$ cat config.mk
export PLATFORM = sky130hd
export DESIGN_NAME = mrac_region_check
export DESIGN_NICKNAME = d
export VERILOG_FILES = /design/src/shared/mrac_pkg.sv /design/src/rtl/mrac_region_match.sv /design/src/rtl/mrac_region_check.sv
export SDC_FILE = /design/constraint.sdc
export NUM_CORES = 2
export LEC_CHECK = 0
export ABC_AREA = 0
export ABC_CLOCK_PERIOD_IN_PS = 8600
export BUFFER_PORTS_ARGS = -buffer_cell sky130_fd_sc_hd__buf_2
export CAP_MARGIN = 20
export CORE_MARGIN = 5
export CORE_UTILIZATION = 30
export CTS_CLUSTER_SIZE = 14
export DETAILED_ROUTE_END_ITERATION = 10
export PLACE_DENSITY_LB_ADDON = 0.08
export SLEW_MARGIN = 20
export SYNTH_ARGS = -nofsm -noshare
export SYNTH_HDL_FRONTEND = slang
export SYNTH_HIERARCHICAL = 1
export SYNTH_SLANG_ARGS = --single-unit
$ cat constraint.sdc
create_clock -name clk -period 8.6 [get_ports clk]
set_clock_uncertainty 0.2 [all_clocks]
set_input_delay 0.43 -clock clk [delete_from_list [all_inputs] [get_ports clk]]
set_output_delay 0.43 -clock clk [all_outputs]
set_load 0.02 [all_outputs]
$ cat src/shared/mrac_pkg.sv
// Constants and types for the region attribute checker.
// Assumes a 32-bit Avalon-MM register port and a 32-bit core address.
package mrac_pkg;
    // Register map
    localparam logic [31:0] ADDR_BASE_SEL = 32'he000ed9c;
    localparam logic [31:0] ALIAS_STEP    = 32'h00000008;
    localparam logic [31:0] ALIAS_SPAN    = 32'h00000020;
    localparam logic [31:0] ADDR_CTRL     = 32'he000edc0;
    localparam logic [31:0] ADDR_STATUS   = 32'he000edc4;

    // Attribute word fields
    localparam int XN_BIT    = 28;
    localparam int AP_LSB    = 24;
    localparam int TEX_LSB   = 19;
    localparam int S_BIT     = 18;
    localparam int C_BIT     = 17;
    localparam int B_BIT     = 16;
    localparam int SRD_LSB   = 8;
    localparam int SIZE_LSB  = 1;
    localparam int EN_BIT    = 0;
    localparam logic [31:0] ATTR_MASK = 32'h173fff3f;

    // Base word fields
    localparam int VALID_BIT = 4;
    localparam int BASE_LSB  = 5;
    localparam int REGION_W  = 4;

    // Size encodings: bytes = 2^(size+1)
    localparam logic [4:0] SIZE_MIN = 5'h04;
    localparam logic [4:0] SIZE_SUB = 5'h07;

    // Status register fields
    localparam int ST_FAULT_BIT  = 0;
    localparam int ST_EXEC_BIT   = 1;
    localparam int ST_REGION_LSB = 4;

    // Reset values
    localparam logic [31:0] RESET_WORD = 32'h00000000;
    localparam logic        CTRL_RESET = 1'b0;

    // Cache policy codes
    localparam logic [1:0] POL_NC     = 2'h0;
    localparam logic [1:0] POL_WB_RWA = 2'h1;
    localparam logic [1:0] POL_WT     = 2'h2;
    localparam logic [1:0] POL_WB_NA  = 2'h3;

    // Access permission codes
    localparam logic [2:0] AP_NONE    = 3'h0;
    localparam logic [2:0] AP_PRIV_RW = 3'h1;
    localparam logic [2:0] AP_USER_RO = 3'h2;
    localparam logic [2:0] AP_FULL    = 3'h3;
    localparam logic [2:0] AP_RSVD    = 3'h4;
    localparam logic [2:0] AP_PRIV_RO = 3'h5;
    localparam logic [2:0] AP_RO      = 3'h6;
    localparam logic [2:0] AP_RO_ALT  = 3'h7;

    typedef enum logic [2:0] {
        MT_STRONG,
        MT_DEVICE,
        MT_NORMAL,
        MT_IMPDEF,
        MT_RESERVED
    } mrac_mem_t;

    typedef struct packed {
        mrac_mem_t  mtype;
        logic       share;
        logic [1:0] inner;
        logic [1:0] outer;
    } mrac_attr_t;
endpackage : mrac_pkg

$ cat src/rtl/mrac_region_match.sv
// Address match of one protection region, with subregion masking.
// Assumes base and attribute words as held by the register file.
`timescale 1ns/10ps
module mrac_region_match (
    input  wire logic [31:0] base,
    input  wire logic [31:0] attr,
    input  wire logic [31:0] addr,
    output logic             hit
);
    logic [4:0]  size;
    logic [31:0] mask;
    logic [2:0]  sub;
    logic        sub_off;

    always_comb begin
        size = attr[mrac_pkg::SIZE_LSB +: 5];
        mask = 32'hffffffff << ({1'b0, size} + 6'h01);
        sub  = 3'(addr >> (size - 5'h02));
        // Eight subregions only from 256 bytes up
        sub_off = (size >= mrac_pkg::SIZE_SUB) && attr[mrac_pkg::SRD_LSB + 32'(sub)];
        hit = attr[mrac_pkg::EN_BIT]
            && (size >= mrac_pkg::SIZE_MIN)
            && (((addr ^ base) & mask) == 32'h00000000)
            && !sub_off;
    end
endmodule : mrac_region_match

$ cat src/rtl/mrac_region_check.sv
// Region attribute decode and access checking for a protection unit.
// Assumes core requests and the Avalon-MM master share clk.
//
// Summary of operation
// - Regions of 256 bytes or more split into eight separately maskable subregions.
// - Mask bit set disables subregion; bit 8 lowest address, bit 15 highest.
// - 000/0/0 strongly-ordered shared, 000/0/1 shared device, 010/0/0 unshared device.
// - Normal codes 000/1/0, 000/1/1, 001/0/0, 001/1/1 give equal inner/outer policy.
// - Top type bit set: cached normal, outer from type bits, inner from C,B.
// - Share bit sets shareability for normal memory only; ignored otherwise.
// - Permission 000 faults every access at both privilege levels.
// - 001 privileged read/write only; 011 full read/write for both levels.
// - 010 privileged read/write, unprivileged read only; unprivileged write faults.
// - 101 privileged read only; 110 and 111 read only for both levels.
// - Fetch executes only with read permission and never-execute clear, else fault.
// - Never-execute set forbids execution; clear permits subject to read check.
// - Base/attribute pair at 0xe000ed9c, aliased at +8, +16 and +24 bytes.
// - Base write with valid set through any alias selects named region 0-15.
// - Never-execute bit 28, permission 26:24, type 21:19, S/C/B bits 18/17/16.
// - Region bytes are two to the size field plus one; sizes below 4 reserved.
// - Region enables act only while the unit-wide enable bit is set.
//
// The Avalon-MM interface to the registers was left to the implementer.
`timescale 1ns/10ps
module mrac_region_check #(
    parameter int NREG = 16
) (
    input  wire logic                    clk,
    input  wire logic                    nrst,
    input  wire logic [31:0]             avs_address,
    input  wire logic                    avs_read,
    input  wire logic                    avs_write,
    input  wire logic [31:0]             avs_writedata,
    input  wire logic [3:0]              avs_byteenable,
    output logic [31:0]                  avs_readdata,
    output logic                         avs_waitrequest,
    input  wire logic                    acc_valid,
    input  wire logic [31:0]             acc_addr,
    input  wire logic                    acc_write,
    input  wire logic                    acc_fetch,
    input  wire logic                    acc_priv,
    output logic                         acc_done,
    output logic                         acc_hit,
    output logic [mrac_pkg::REGION_W-1:0] acc_region,
    output logic                         perm_fault,
    output logic                         memory_management_fault,
    output mrac_pkg::mrac_mem_t          mem_type,
    output logic                         mem_shareable,
    output logic [1:0]                   inner_policy,
    output logic [1:0]                   outer_policy
);
    typedef struct packed {
        logic [NREG-1:0][31:0]         base;
        logic [NREG-1:0][31:0]         attr;
        logic [mrac_pkg::REGION_W-1:0] sel;
        logic                          unit_en;
        logic [31:0]                   status;
        logic                          ack;
        logic [31:0]                   rdata;
        logic                          done;
        logic                          hit;
        logic [mrac_pkg::REGION_W-1:0] region;
        logic                          pfault;
        logic                          mfault;
        mrac_pkg::mrac_attr_t          mattr;
    } mrac_state_t;

    mrac_state_t s_reg;
    mrac_state_t s_next;

    logic [NREG-1:0]               hit_vec;
    logic                          hit_any;
    logic [mrac_pkg::REGION_W-1:0] win;
    logic [31:0]                   win_attr;
    logic [2:0]                    ap;
    logic                          rd_ok;
    logic                          wr_ok;
    logic                          ok;
    logic [31:0]                   off;
    logic                          in_pair;
    logic                          is_attr;
    logic [31:0]                   cur_base;
    logic [31:0]                   cur_attr;
    logic [31:0]                   wmerge;
    logic [mrac_pkg::REGION_W-1:0] tgt;
    logic [31:0]                   st_set;
    logic [31:0]                   st_clr;

    genvar g;
    generate
        for (g = 0; g < NREG; g++) begin : g_match
            mrac_region_match u_match (
                .base (s_reg.base[g]),
                .attr (s_reg.attr[g]),
                .addr (acc_addr),
                .hit  (hit_vec[g])
            );
        end
    endgenerate

    // Byte-lane merge of a write into a held word
    function automatic logic [31:0] merge_be(
        input logic [31:0] old,
        input logic [31:0] wd,
        input logic [3:0]  be
    );
        logic [31:0] r;
        r = old;
        for (int i = 0; i < 4; i++) begin
            if (be[i]) begin
                r[8*i +: 8] = wd[8*i +: 8];
            end
        end
        return r;
    endfunction : merge_be

    // Memory type, shareability and policies from type/C/B/S
    function automatic mrac_pkg::mrac_attr_t decode_attr(input logic [31:0] a);
        mrac_pkg::mrac_attr_t r;
        logic [2:0] type_extension_bits;
        logic       c;
        logic       b;
        logic       sh;
        type_extension_bits = a[mrac_pkg::TEX_LSB +: 3];
        c   = a[mrac_pkg::C_BIT];
        b   = a[mrac_pkg::B_BIT];
        sh  = a[mrac_pkg::S_BIT];
        r.mtype = mrac_pkg::MT_RESERVED;
        r.share = 1'b0;
        r.inner = mrac_pkg::POL_NC;
        r.outer = mrac_pkg::POL_NC;
        if (type_extension_bits[2]) begin
            r.mtype = mrac_pkg::MT_NORMAL;
            r.outer = type_extension_bits[1:0];
            r.inner = {c, b};
            r.share = sh;
        end else begin
            unique case ({type_extension_bits[1:0], c, b})
                4'h0: begin
                    r.mtype = mrac_pkg::MT_STRONG;
                    r.share = 1'b1;
                end
                4'h1: begin
                    r.mtype = mrac_pkg::MT_DEVICE;
                    r.share = 1'b1;
                end
                4'h2: begin
                    r.mtype = mrac_pkg::MT_NORMAL;
                    r.inner = mrac_pkg::POL_WT;
                    r.outer = mrac_pkg::POL_WT;
                    r.share = sh;
                end
                4'h3: begin
                    r.mtype = mrac_pkg::MT_NORMAL;
                    r.inner = mrac_pkg::POL_WB_NA;
                    r.outer = mrac_pkg::POL_WB_NA;
                    r.share = sh;
                end
                4'h4: begin
                    r.mtype = mrac_pkg::MT_NORMAL;
                    r.share = sh;
                end
                4'h6: begin
                    r.mtype = mrac_pkg::MT_IMPDEF;
                end
                4'h7: begin
                    r.mtype = mrac_pkg::MT_NORMAL;
                    r.inner = mrac_pkg::POL_WB_RWA;
                    r.outer = mrac_pkg::POL_WB_RWA;
                    r.share = sh;
                end
                4'h8: begin
                    r.mtype = mrac_pkg::MT_DEVICE;
                    r.share = 1'b0;
                end
                default: begin
                    r.mtype = mrac_pkg::MT_RESERVED;
                end
            endcase
        end
        return r;
    endfunction : decode_attr

    // Read permission per privilege level
    function automatic logic read_allowed(input logic [2:0] p, input logic priv);
        logic r;
        unique case (p)
            mrac_pkg::AP_NONE:    r = 1'b0;
            mrac_pkg::AP_PRIV_RW: r = priv;
            mrac_pkg::AP_USER_RO: r = 1'b1;
            mrac_pkg::AP_FULL:    r = 1'b1;
            mrac_pkg::AP_RSVD:    r = 1'b0;
            mrac_pkg::AP_PRIV_RO: r = priv;
            mrac_pkg::AP_RO:      r = 1'b1;
            mrac_pkg::AP_RO_ALT:  r = 1'b1;
        endcase
        return r;
    endfunction : read_allowed

    // Write permission per privilege level
    function automatic logic write_allowed(input logic [2:0] p, input logic priv);
        logic r;
        unique case (p)
            mrac_pkg::AP_PRIV_RW: r = priv;
            mrac_pkg::AP_USER_RO: r = priv;
            mrac_pkg::AP_FULL:    r = 1'b1;
            default:              r = 1'b0;
        endcase
        return r;
    endfunction : write_allowed

    // Highest numbered matching region wins
    always_comb begin
        hit_any = 1'b0;
        win     = '0;
        for (int i = 0; i < NREG; i++) begin
            if (hit_vec[i]) begin
                hit_any = 1'b1;
                win     = i[mrac_pkg::REGION_W-1:0];
            end
        end
    end

    always_comb begin
        win_attr = s_reg.attr[win];
        ap       = win_attr[mrac_pkg::AP_LSB +: 3];
        rd_ok    = read_allowed(ap, acc_priv);
        wr_ok    = write_allowed(ap, acc_priv);
        if (acc_fetch) begin
            ok = rd_ok && !win_attr[mrac_pkg::XN_BIT];
        end else if (acc_write) begin
            ok = wr_ok;
        end else begin
            ok = rd_ok;
        end
    end

    // Register decode over the base/attribute pair and its aliases
    always_comb begin
        off      = avs_address - mrac_pkg::ADDR_BASE_SEL;
        in_pair  = (off < mrac_pkg::ALIAS_SPAN) && (off[1:0] == 2'h0);
        is_attr  = off[2];
        cur_base = s_reg.base[s_reg.sel];
        cur_attr = s_reg.attr[s_reg.sel];
        wmerge   = merge_be(is_attr ? cur_attr : cur_base, avs_writedata, avs_byteenable);
        tgt      = avs_writedata[mrac_pkg::REGION_W-1:0];
    end

    always_comb begin
        s_next      = s_reg;
        s_next.done = 1'b0;
        st_set      = 32'h00000000;
        st_clr      = 32'h00000000;

        // Access check, one cycle from request to result
        if (acc_valid) begin
            s_next.done = 1'b1;
            if (!s_reg.unit_en) begin
                s_next.hit          = 1'b0;
                s_next.region       = '0;
                s_next.pfault       = 1'b0;
                s_next.mfault       = 1'b0;
                s_next.mattr        = '0;
                s_next.mattr.mtype  = mrac_pkg::MT_NORMAL;
            end else begin
                s_next.hit    = hit_any;
                s_next.region = win;
                s_next.mattr  = decode_attr(win_attr);
                s_next.pfault = hit_any && !(acc_fetch ? rd_ok : ok);
                s_next.mfault = !hit_any || !ok;
                if (!hit_any || !ok) begin
                    st_set[mrac_pkg::ST_FAULT_BIT] = 1'b1;
                    st_set[mrac_pkg::ST_EXEC_BIT]  = acc_fetch;
                    st_set[mrac_pkg::ST_REGION_LSB +: mrac_pkg::REGION_W] = win;
                end
            end
        end

        // Avalon-MM slave: one wait cycle, then answer
        if ((avs_read || avs_write) && !s_reg.ack) begin
            s_next.ack   = 1'b1;
            s_next.rdata = 32'h00000000;
            if (!avs_read) begin
                s_next.rdata = s_reg.rdata;
            end else if (in_pair && is_attr) begin
                s_next.rdata = cur_attr;
            end else if (in_pair) begin
                s_next.rdata = {cur_base[31:mrac_pkg::BASE_LSB], 1'b0, s_reg.sel};
            end else if (avs_address == mrac_pkg::ADDR_CTRL) begin
                s_next.rdata = {31'h00000000, s_reg.unit_en};
            end else if (avs_address == mrac_pkg::ADDR_STATUS) begin
                s_next.rdata = s_reg.status;
            end
        end else if ((avs_read || avs_write) && s_reg.ack) begin
            s_next.ack = 1'b0;
            if (avs_write && in_pair && is_attr) begin
                s_next.attr[s_reg.sel] = wmerge & mrac_pkg::ATTR_MASK;
            end else if (avs_write && in_pair) begin
                if (avs_byteenable[0] && avs_writedata[mrac_pkg::VALID_BIT]) begin
                    s_next.sel       = tgt;
                    s_next.base[tgt] = {wmerge[31:mrac_pkg::BASE_LSB], 5'h00};
                end else begin
                    s_next.base[s_reg.sel] = {wmerge[31:mrac_pkg::BASE_LSB], 5'h00};
                end
            end else if (avs_write && avs_address == mrac_pkg::ADDR_CTRL) begin
                if (avs_byteenable[0]) begin
                    s_next.unit_en = avs_writedata[0];
                end
            end else if (avs_write && avs_address == mrac_pkg::ADDR_STATUS) begin
                if (avs_byteenable[0]) begin
                    st_clr[mrac_pkg::ST_FAULT_BIT] = avs_writedata[mrac_pkg::ST_FAULT_BIT];
                    st_clr[mrac_pkg::ST_EXEC_BIT]  = avs_writedata[mrac_pkg::ST_EXEC_BIT];
                end
            end
        end else begin
            s_next.ack = 1'b0;
        end

        // Sticky flags: a new fault wins over a clear
        s_next.status[1:0] = (s_reg.status[1:0] & ~st_clr[1:0]) | st_set[1:0];
        if (st_set[mrac_pkg::ST_FAULT_BIT]) begin
            s_next.status[mrac_pkg::ST_REGION_LSB +: mrac_pkg::REGION_W] =
                st_set[mrac_pkg::ST_REGION_LSB +: mrac_pkg::REGION_W];
        end
    end

    always_ff @(posedge clk) begin
        if (!nrst) begin
            s_reg         <= '0;
            s_reg.unit_en <= mrac_pkg::CTRL_RESET;
            s_reg.status  <= mrac_pkg::RESET_WORD;
            s_reg.rdata   <= mrac_pkg::RESET_WORD;
        end else begin
            s_reg <= s_next;
        end
    end

    assign avs_readdata = s_reg.rdata;
    assign avs_waitrequest = !s_reg.ack;
    assign acc_done = s_reg.done;
    assign acc_hit = s_reg.hit;
    assign acc_region = s_reg.region;
    assign perm_fault = s_reg.pfault;
    assign memory_management_fault = s_reg.mfault;
    assign mem_type = s_reg.mattr.mtype;
    assign mem_shareable = s_reg.mattr.share;
    assign inner_policy = s_reg.mattr.inner;
    assign outer_policy = s_reg.mattr.outer;
endmodule : mrac_region_check

* After elaboration in Yosys (flattened, before gate mapping)
Index checks and enable logic that the tools add are counted.
Word-level totals: bits in latches 0, word-level logic and storage cells 478, bits in writable memories 0, memories kept 0, register bits after elaboration 1084, bits in read-only memories 0, input bits 108, output and inout bits 49
Cells by class: eq/ne operators 16, shifts and indexed selects 32, muxes and demuxes 111, reductions and logical operators 131, magnitude comparators 54, divide/modulo/power cells 0, bitwise gates (word level) 38, add/sub/neg operators 49, multiply operators 0
Operators by type and width (count):
- 512-bit bitwise mux | 3
- 32-bit by 6-bit < comparator with 1-bit output (second input constant) | 17
- 32-bit AND | 16
- 32-bit logical NOT | 16
- 512-bit 2-to-1 mux | 1
- 32-bit by 6-bit left shift with 32-bit output (first input constant) | 16
- 32-bit by 5-bit right shift with 3-bit output | 16
- 32-bit XOR | 16
- 32-bit binary-select mux with 4-bit select | 3
- 32-bit demux with 4-bit select | 2
- 32-bit 2-to-1 mux | 8
- 5-bit by 3-bit >= comparator with 1-bit output (second input constant) | 32
- 5-bit by 1-bit adder with 6-bit output (second input constant) | 16
- 4-bit by 3-bit adder with 5-bit output (first input constant) | 16
- 1-bit binary-select mux with 5-bit select | 16
- 5-bit by 2-bit subtractor with 5-bit output (second input constant) | 16
- 1-bit logical AND | 77
- 4-bit 2-to-1 mux | 17
- 32-bit equality test (second input constant) | 2
- 8-bit 2-to-1 mux | 6
- 1-bit 2-to-1 mux | 37
- 32-bit subtractor (second input constant) | 1
- 29-bit 2-to-1 mux | 1
- 1-bit logical NOT | 21
- 31 further kinds | 59

* Logic depth before layout (Yosys ltp)
depth after elaboration 36, depth in mapped cells 27, depth with buffers taken out 20

* Cells and area by module
Netlist, hierarchy kept.
Modules (own cells, without submodules):
- mrac_region_check | cells each 4275, times used 1, area an instance 40614.0 µm²
- mrac_region_match at g_match[0].u_match ... | cells each 218, times used 15, area an instance 1691.6 µm²
- mrac_region_match at g_match[9].u_match | cells each 201, times used 1, area an instance 1810.5 µm²

* Worst setup path before layout
Ideal clock, no wire load.
kind register to register, start register s_reg[376] (netlist bit), end register s_reg (netlist bit mem_type[0]), slack 2315 ps, arrival time 5969 ps, library setup time 116 ps, stages on the path, launching flop included 25, buffers on the path 7, required time 8284 ps, period minus slack after synthesis 6285 ps, cell sequence dfxtp_1 > buf_2 > buf_2 > clkbuf_1 > inv_1 > ha_1 > buf_1 > mux4_2 > a32o_1 > nor4_1 > nand2_1 > o22a_1 > a32oi_1 > nor3b_2 > o31ai_4 > o21ai_2 > buf_2 > buf_6 > o31ai_1 > nor3_1 > or4_1 > clkbuf_1 > xor2_1 > a221o_1 > o211a_1
On the way: cells in the longest elaborated chain, start to end 22, elaborated cells between the ends (all ways) 38
Ends and longest elaborated chain:
- from (decl) | RTL line mrac_region_check.sv:68 | mrac_state_t s_reg;
- from (signal assigned) | RTL line mrac_region_check.sv:334 | s_reg <= s_next;
- 5-bit by 2-bit subtractor with 5-bit output | RTL line mrac_region_match.sv:18 | sub = 3'(addr >> (size - 5'h02));
- 32-bit by 5-bit right shift with 3-bit output | RTL line mrac_region_match.sv:18
- 4-bit by 3-bit adder with 5-bit output | RTL line mrac_region_match.sv:20 | sub_off = (size >= mrac_pkg::SIZE_SUB) && attr[mrac_pkg::SRD_LSB + 32'(sub)];
- 1-bit binary-select mux with 5-bit select | RTL line mrac_region_match.sv:20
- 1-bit 2-to-1 mux (not written as such) | RTL line mrac_region_match.sv:20
- 1-bit logical AND | RTL line mrac_region_match.sv:20
- 1-bit logical NOT | RTL line mrac_region_match.sv:24 | && !sub_off;
- 1-bit logical AND (*) | RTL line mrac_region_match.sv:24
- via hit_vec[9] | RTL line mrac_region_check.sv:71 | logic [NREG-1:0] hit_vec;
- 4-bit 2-to-1 mux (*) (7 in a row) | RTL line mrac_region_check.sv:217 | if (hit_vec[i]) begin
- 32-bit binary-select mux with 4-bit select (*) | RTL line mrac_region_check.sv:225 | win_attr = s_reg.attr[win];
- 29-bit 2-to-1 mux (not written as such) (*) | RTL line mrac_region_check.sv:225
- 4-bit by 3-bit equality test with 1-bit output (tied with other cells) | RTL line mrac_region_check.sv:138 | unique case ({type_extension_bits[1:0], c, b})
- 4-bit OR reduction (no source line) / 2-bit OR reduction (equally long branches)
- 3-bit case mux with 4 select lines | RTL line mrac_region_check.sv:138
- 8-bit 2-to-1 mux (*) | RTL line mrac_region_check.sv:132 | if (type_extension_bits[2]) begin
- 15-bit 2-to-1 mux (*) | RTL line mrac_region_check.sv:258 | if (!s_reg.unit_en) begin
Mark *: on every way through the listed nets, which the timed path passes. The rest lies on a longest branch. The select of a mux whose other input is x is not followed. A chain may end at the register's enable or synchronous reset.

* Worst setup path in the final report
start register s_reg[312] (netlist bit), end register s_reg[50] (netlist bit)
On the way: cells in the longest elaborated chain, start to end 30, elaborated cells between the ends (all ways) 61
Ends and longest elaborated chain:
- 5-bit by 2-bit subtractor with 5-bit output | RTL line mrac_region_match.sv:18
- 32-bit by 5-bit right shift with 3-bit output | RTL line mrac_region_match.sv:18
- 4-bit by 3-bit adder with 5-bit output | RTL line mrac_region_match.sv:20
- 1-bit binary-select mux with 5-bit select | RTL line mrac_region_match.sv:20
- 1-bit 2-to-1 mux (not written as such) | RTL line mrac_region_match.sv:20
- 1-bit logical AND | RTL line mrac_region_match.sv:20
- 1-bit logical NOT | RTL line mrac_region_match.sv:24
- 1-bit logical AND (*) | RTL line mrac_region_match.sv:24
- via hit_vec[7] | RTL line mrac_region_check.sv:71
- [14 not listed]
- 1-bit 2-to-1 mux / 1-bit logical AND (equally long branches) | RTL line mrac_region_check.sv:231, mrac_region_check.sv:230
- 1-bit 2-to-1 mux | RTL line mrac_region_check.sv:229 | if (acc_fetch) begin
- 1-bit logical NOT | RTL line mrac_region_check.sv:271 | if (!hit_any || !ok) begin
- 1-bit logical OR (*) | RTL line mrac_region_check.sv:271
- 2-bit 2-to-1 mux (*) | RTL line mrac_region_check.sv:271
- 2-bit 2-to-1 mux (*) | RTL line mrac_region_check.sv:258
- 2-bit 2-to-1 mux (*) | RTL line mrac_region_check.sv:256 | if (acc_valid) begin
- 2-bit bitwise OR (*) | RTL line mrac_region_check.sv:320 | s_next.status[1:0] = (s_reg.status[1:0] & ~st_clr[1:0]) | st_set[1:0];
Marks and branches as above.

==> impl_metrics.py <==
metrics = {
    "floorplanning": {
        "fp-row-count": 174,
        "die-width_um": 485,
        "die_h_um": 485,
        "start_util": 0.301,
        "dieArea_um2": 236000,
        "fp.coreArea_um2": 225000,
        "io_pins": 157,
    },
    "synth": {
        "yosys_warnings": 6,
        "synth-simple-area-share": 0.180,
        "synth_xor_area_frac": 0.0863,
        "muxShareOfSynthArea": 0.222,
        "synth_area_leader_cell": "dfxtp_1",
        "async_reset_ff_frac": 0,
        "synth-edff-count": 0,
        "synth_fa_ha_area_frac": 0.0210,
        "seq_area_frac_synth": 0.259,
        "synth_area_um2": 67800,
        "synth_top_family_by_area": "multiplexers",
        "yosysTopAreaCellShare": 0.259,
        "synth_common_cells": "1134 x nand2_1, 876 x dfxtp_1, 651 x o21ai_0",
        "synth-main-ff-cell": "dfxtp_1",
        "yosysUniqueCellTypes": 95,
        "ys_ff_latch": 876,
        "netlist_top_cells_area": "dfxtp_1 26%, mux4_2 13%, nand2_1 6.3%, o21ai_0 4.8%, xnor2_1 4.5%",
        "yosysMostFrequentCell": "nand2_1",
        "synth-compound-area-share": 0.181,
        "synth.avg_cell_area_um2": 8.75,
        "syn_inst": 7746,
    },
    "power": {
        "p_comb_frac": 0.109,
        "swShare": 0.282,
        "switching_power_w": 0.00292,
        "p_leak_nw": 25.3,
        "irDropWorstVdd_uv": 184,
        "p_clk_frac": 0.499,
        "internal_power_w": 0.00745,
        "p_seq_frac": 0.392,
        "power_density_nw_per_um2": 136,
    },
    "clock_tree": {
        "clock-sinks": 876,
        "cts_tree": "done",
        "htreeDepth": 3,
        "path_clk_slew_ps": 60,
        "clk_path_buf_depth": 3,
        "clock_latency_ps": 810,
        "cts-root-buf": "clkbuf_16",
        "cts_buffers": 113,
    },
    "placement": {
        "place_ws_ps": 585,
        "io_buffers": 156,
        "dp_hpwl_mm": 262,
        "placed_cells": 10592,
        "routabilityCongestion": 0.968,
    },
    "timing": {
        "setup_ws_ps": 308,
        "tns_ps": 0,
        "hold_viol_final": 0,
        "relSlewSlack": 0.0952,
        "slew_violations": 0,
        "setup_violations": 0,
        "post-route-period-util": 0.964,
        "rsz0062_at_grt": "false",
        "fmax_mhz": 121,
        "tightest_slew_ps": 1340,
        "period_needed_ps": 8290,
    },
    "routing": {
        "num_vias": 64863,
        "drt_pre_antenna_iters": 6,
        "drt_wl_total_mm": 363,
        "drt_iter0_markers": 7973,
        "drc": 0,
        "viasPerCell": 5.99,
        "routedWlPerCell_um": 33.6,
        "antenna_violating_nets_post_route": 0,
    },
    "worst_setup_path": {
        "r2r_slack_ps": 310,
        "critPathTopFamily": "compound AO/OA/AOI/OAI gates",
        "r2r_start": "s_reg[312]",
        "crit_buf_inv": 6,
        "required_ps": 9090,
        "worstSetupEndpointType": "register",
        "cp.arrival_ps": 8790,
        "critPathSlowestCell": "o41ai_4",
        "regToRegEndpoint": "s_reg[50]",
        "crit_type": "register to register",
        "cp-start-kind": "register",
        "ff2ff_path_depth": 25,
        "path_max_fanout": 33,
        "critPathMaxStageDelay_ps": 680,
        "critPathLaunch": "s_reg[312]",
    },
    "cells_and_area": {
        "drive_above_1_share": 0.169,
        "fin_cells": 10829,
        "area_growth_pct": 12.4,
        "n_fill_cell": 23130,
        "largest_reg_flops": 828,
        "nNetsFinal": 7954,
    },
    "global_routing": {
        "use_met2": 0.445,
        "use_met3": 0.0464,
        "grt_pass1_vias": 59697,
        "overflow": 0,
        "grt_start_max_net_pins": 196,
        "gr-usage-met1": 0.415,
        "grt_pass1_wl_mm": 501,
        "antenna_found_initial": 23,
        "globalRouteTotalUtil": 0.295,
        "top_usage_layer": "met2",
    },
    "hold_path": {
        "hp-start": "avs_writedata[4]",
        "hold_path_end": "s_reg[85]",
        "hold_class": "input pin to register",
        "hold_depth": 4,
    },
    "outcome": {
        "status": "finished, final reports clean",
    },
    "job": {
        "maxCapViolCount": 0,
    },
}
==> routing by layer <==
metal / share of wire / vias to the layer above
met1: 0.44 / 32787
met4: 0.051 / 2
met3: 0.077 / 515
li1: - / 28440
met5: 0.000041 / -
met2: 0.43 / 3119
==> how the worst max path moves through the flow <==
stage,cells after the start,endpoint
finish,25,s_reg[50]
global route,25,s_reg[50]
CTS,21,s_reg[50]
detailed placement,20,s_reg[50]
global placement,20,s_reg[50]
floorplan,24,mem_type[0]
==> worst reg2reg max path: stages, from the launching register on <==
cell and delay, ps:
dfxtp_1 300, buf_4 340, clkinv_1 400, ha_1 410, xnor2_1 540, nand2_1 240, a211oi_1 340, nor4_1 140
a31oi_1 270, nand2_1 210, mux2i_1 210, a21oi_1 180, a31oi_2 290, buf_4 250, nor3_1 270, nand2_1 130
buf_4 230, o21ai_4 440, buf_12 260, mux2_2 370, a31oi_1 210, nor4_1 110, a211o_1 420, o41ai_4 680
o21ai_0 190, dlygate4sd3_1 590
==> kinds of logic (layout without fill, tap and decap cells) <==
| family | Yosys count | after routing |
|---|---|---|
| DFF | 876 | 876 |
| and+or+nand+nor | 2569 | 2569 |
| other | 1 | 88 |
| xor gates and xnor gates | 654 | 654 |
| AOI/OAI and AO/OA | 1901 | 1901 |
| buffers and inverters | 742 | 746 |
| muxes | 889 | 889 |
| adders and majority gates | 114 | 114 |
==> placed cells by master (no fill, tap or decap), types with 45 or more instances in the layout <==
master / n
a2111oi_0: 46
a211oi_1: 109
a21boi_0: 330
a21oi_1: 242
a31o_2: 45
a31oi_1: 81
and2_1: 60
and3_1: 50
buf_2: 131
buf_4: 301
clkbuf_16: 113
conb_1: 80
dfxtp_1: 868
ha_1: 112
inv_1: 57
mux2_2: 166
mux2i_1: 267
mux4_1: 63
mux4_2: 390
nand2_1: 1132
nand3_1: 577
nand4_1: 61
nor2_1: 157
nor2b_1: 201
nor3_1: 138
nor4_1: 55
o211ai_1: 52
o21ai_0: 649
o22ai_1: 84
xnor2_1: 347
xor2_1: 291
==> layout make-up <==
type	instances	area, um^2	share of cell area
multi-input combinational	6207	47200	0.620
sequential	876	17600	0.230
tap	2992	3740	0.0491
timing repair buffer	462	3370	0.0443
clock buffer	164	3300	0.0433
clock inverter	46	681	0.00893
inverter	74	278	0.00365
antenna	8	20.0	0.000263
==> through the flow <==
| stage | total power (W) | utilization | cell area (um^2) | hold WS [ps] |
|---|---|---|---|---|
| floorplan | 0.00467 | - | 68100 | 232 |
| global placement | 0.00526 | 0.320 | 71900 | 251 |
| detailed placement | 0.00525 | 0.320 | 71900 | 260 |
| CTS | 0.0104 | 0.338 | 76000 | 22.0 |
| global route | 0.0107 | 0.339 | 76200 | 79.6 |
| finish | 0.0104 | 0.339 | 76200 | 70.6 |
==> power groups by stage <==
stage	clock, W	sequential, W	combinational, W
2_1_floorplan	0	0.00415	0.000518
6_report	0.00517	0.00406	0.00113
3_3_place_gp	0	0.00415	0.00111
4_1_cts	0.00528	0.00406	0.00111
3_5_place_dp	0	0.00415	0.00110
5_1_grt	0.00544	0.00406	0.00116
==> timing repair <==
action / in CTS / in global routing
resized for setup: 0 / 7
endpoints found under the hold margin: 77 / 0
hold buffers: 13 / 0
endpoints found under the setup margin: 0 / 1
buffers inserted: 0 / 4
No activity file was read; power rests on OpenSTA's default activity.
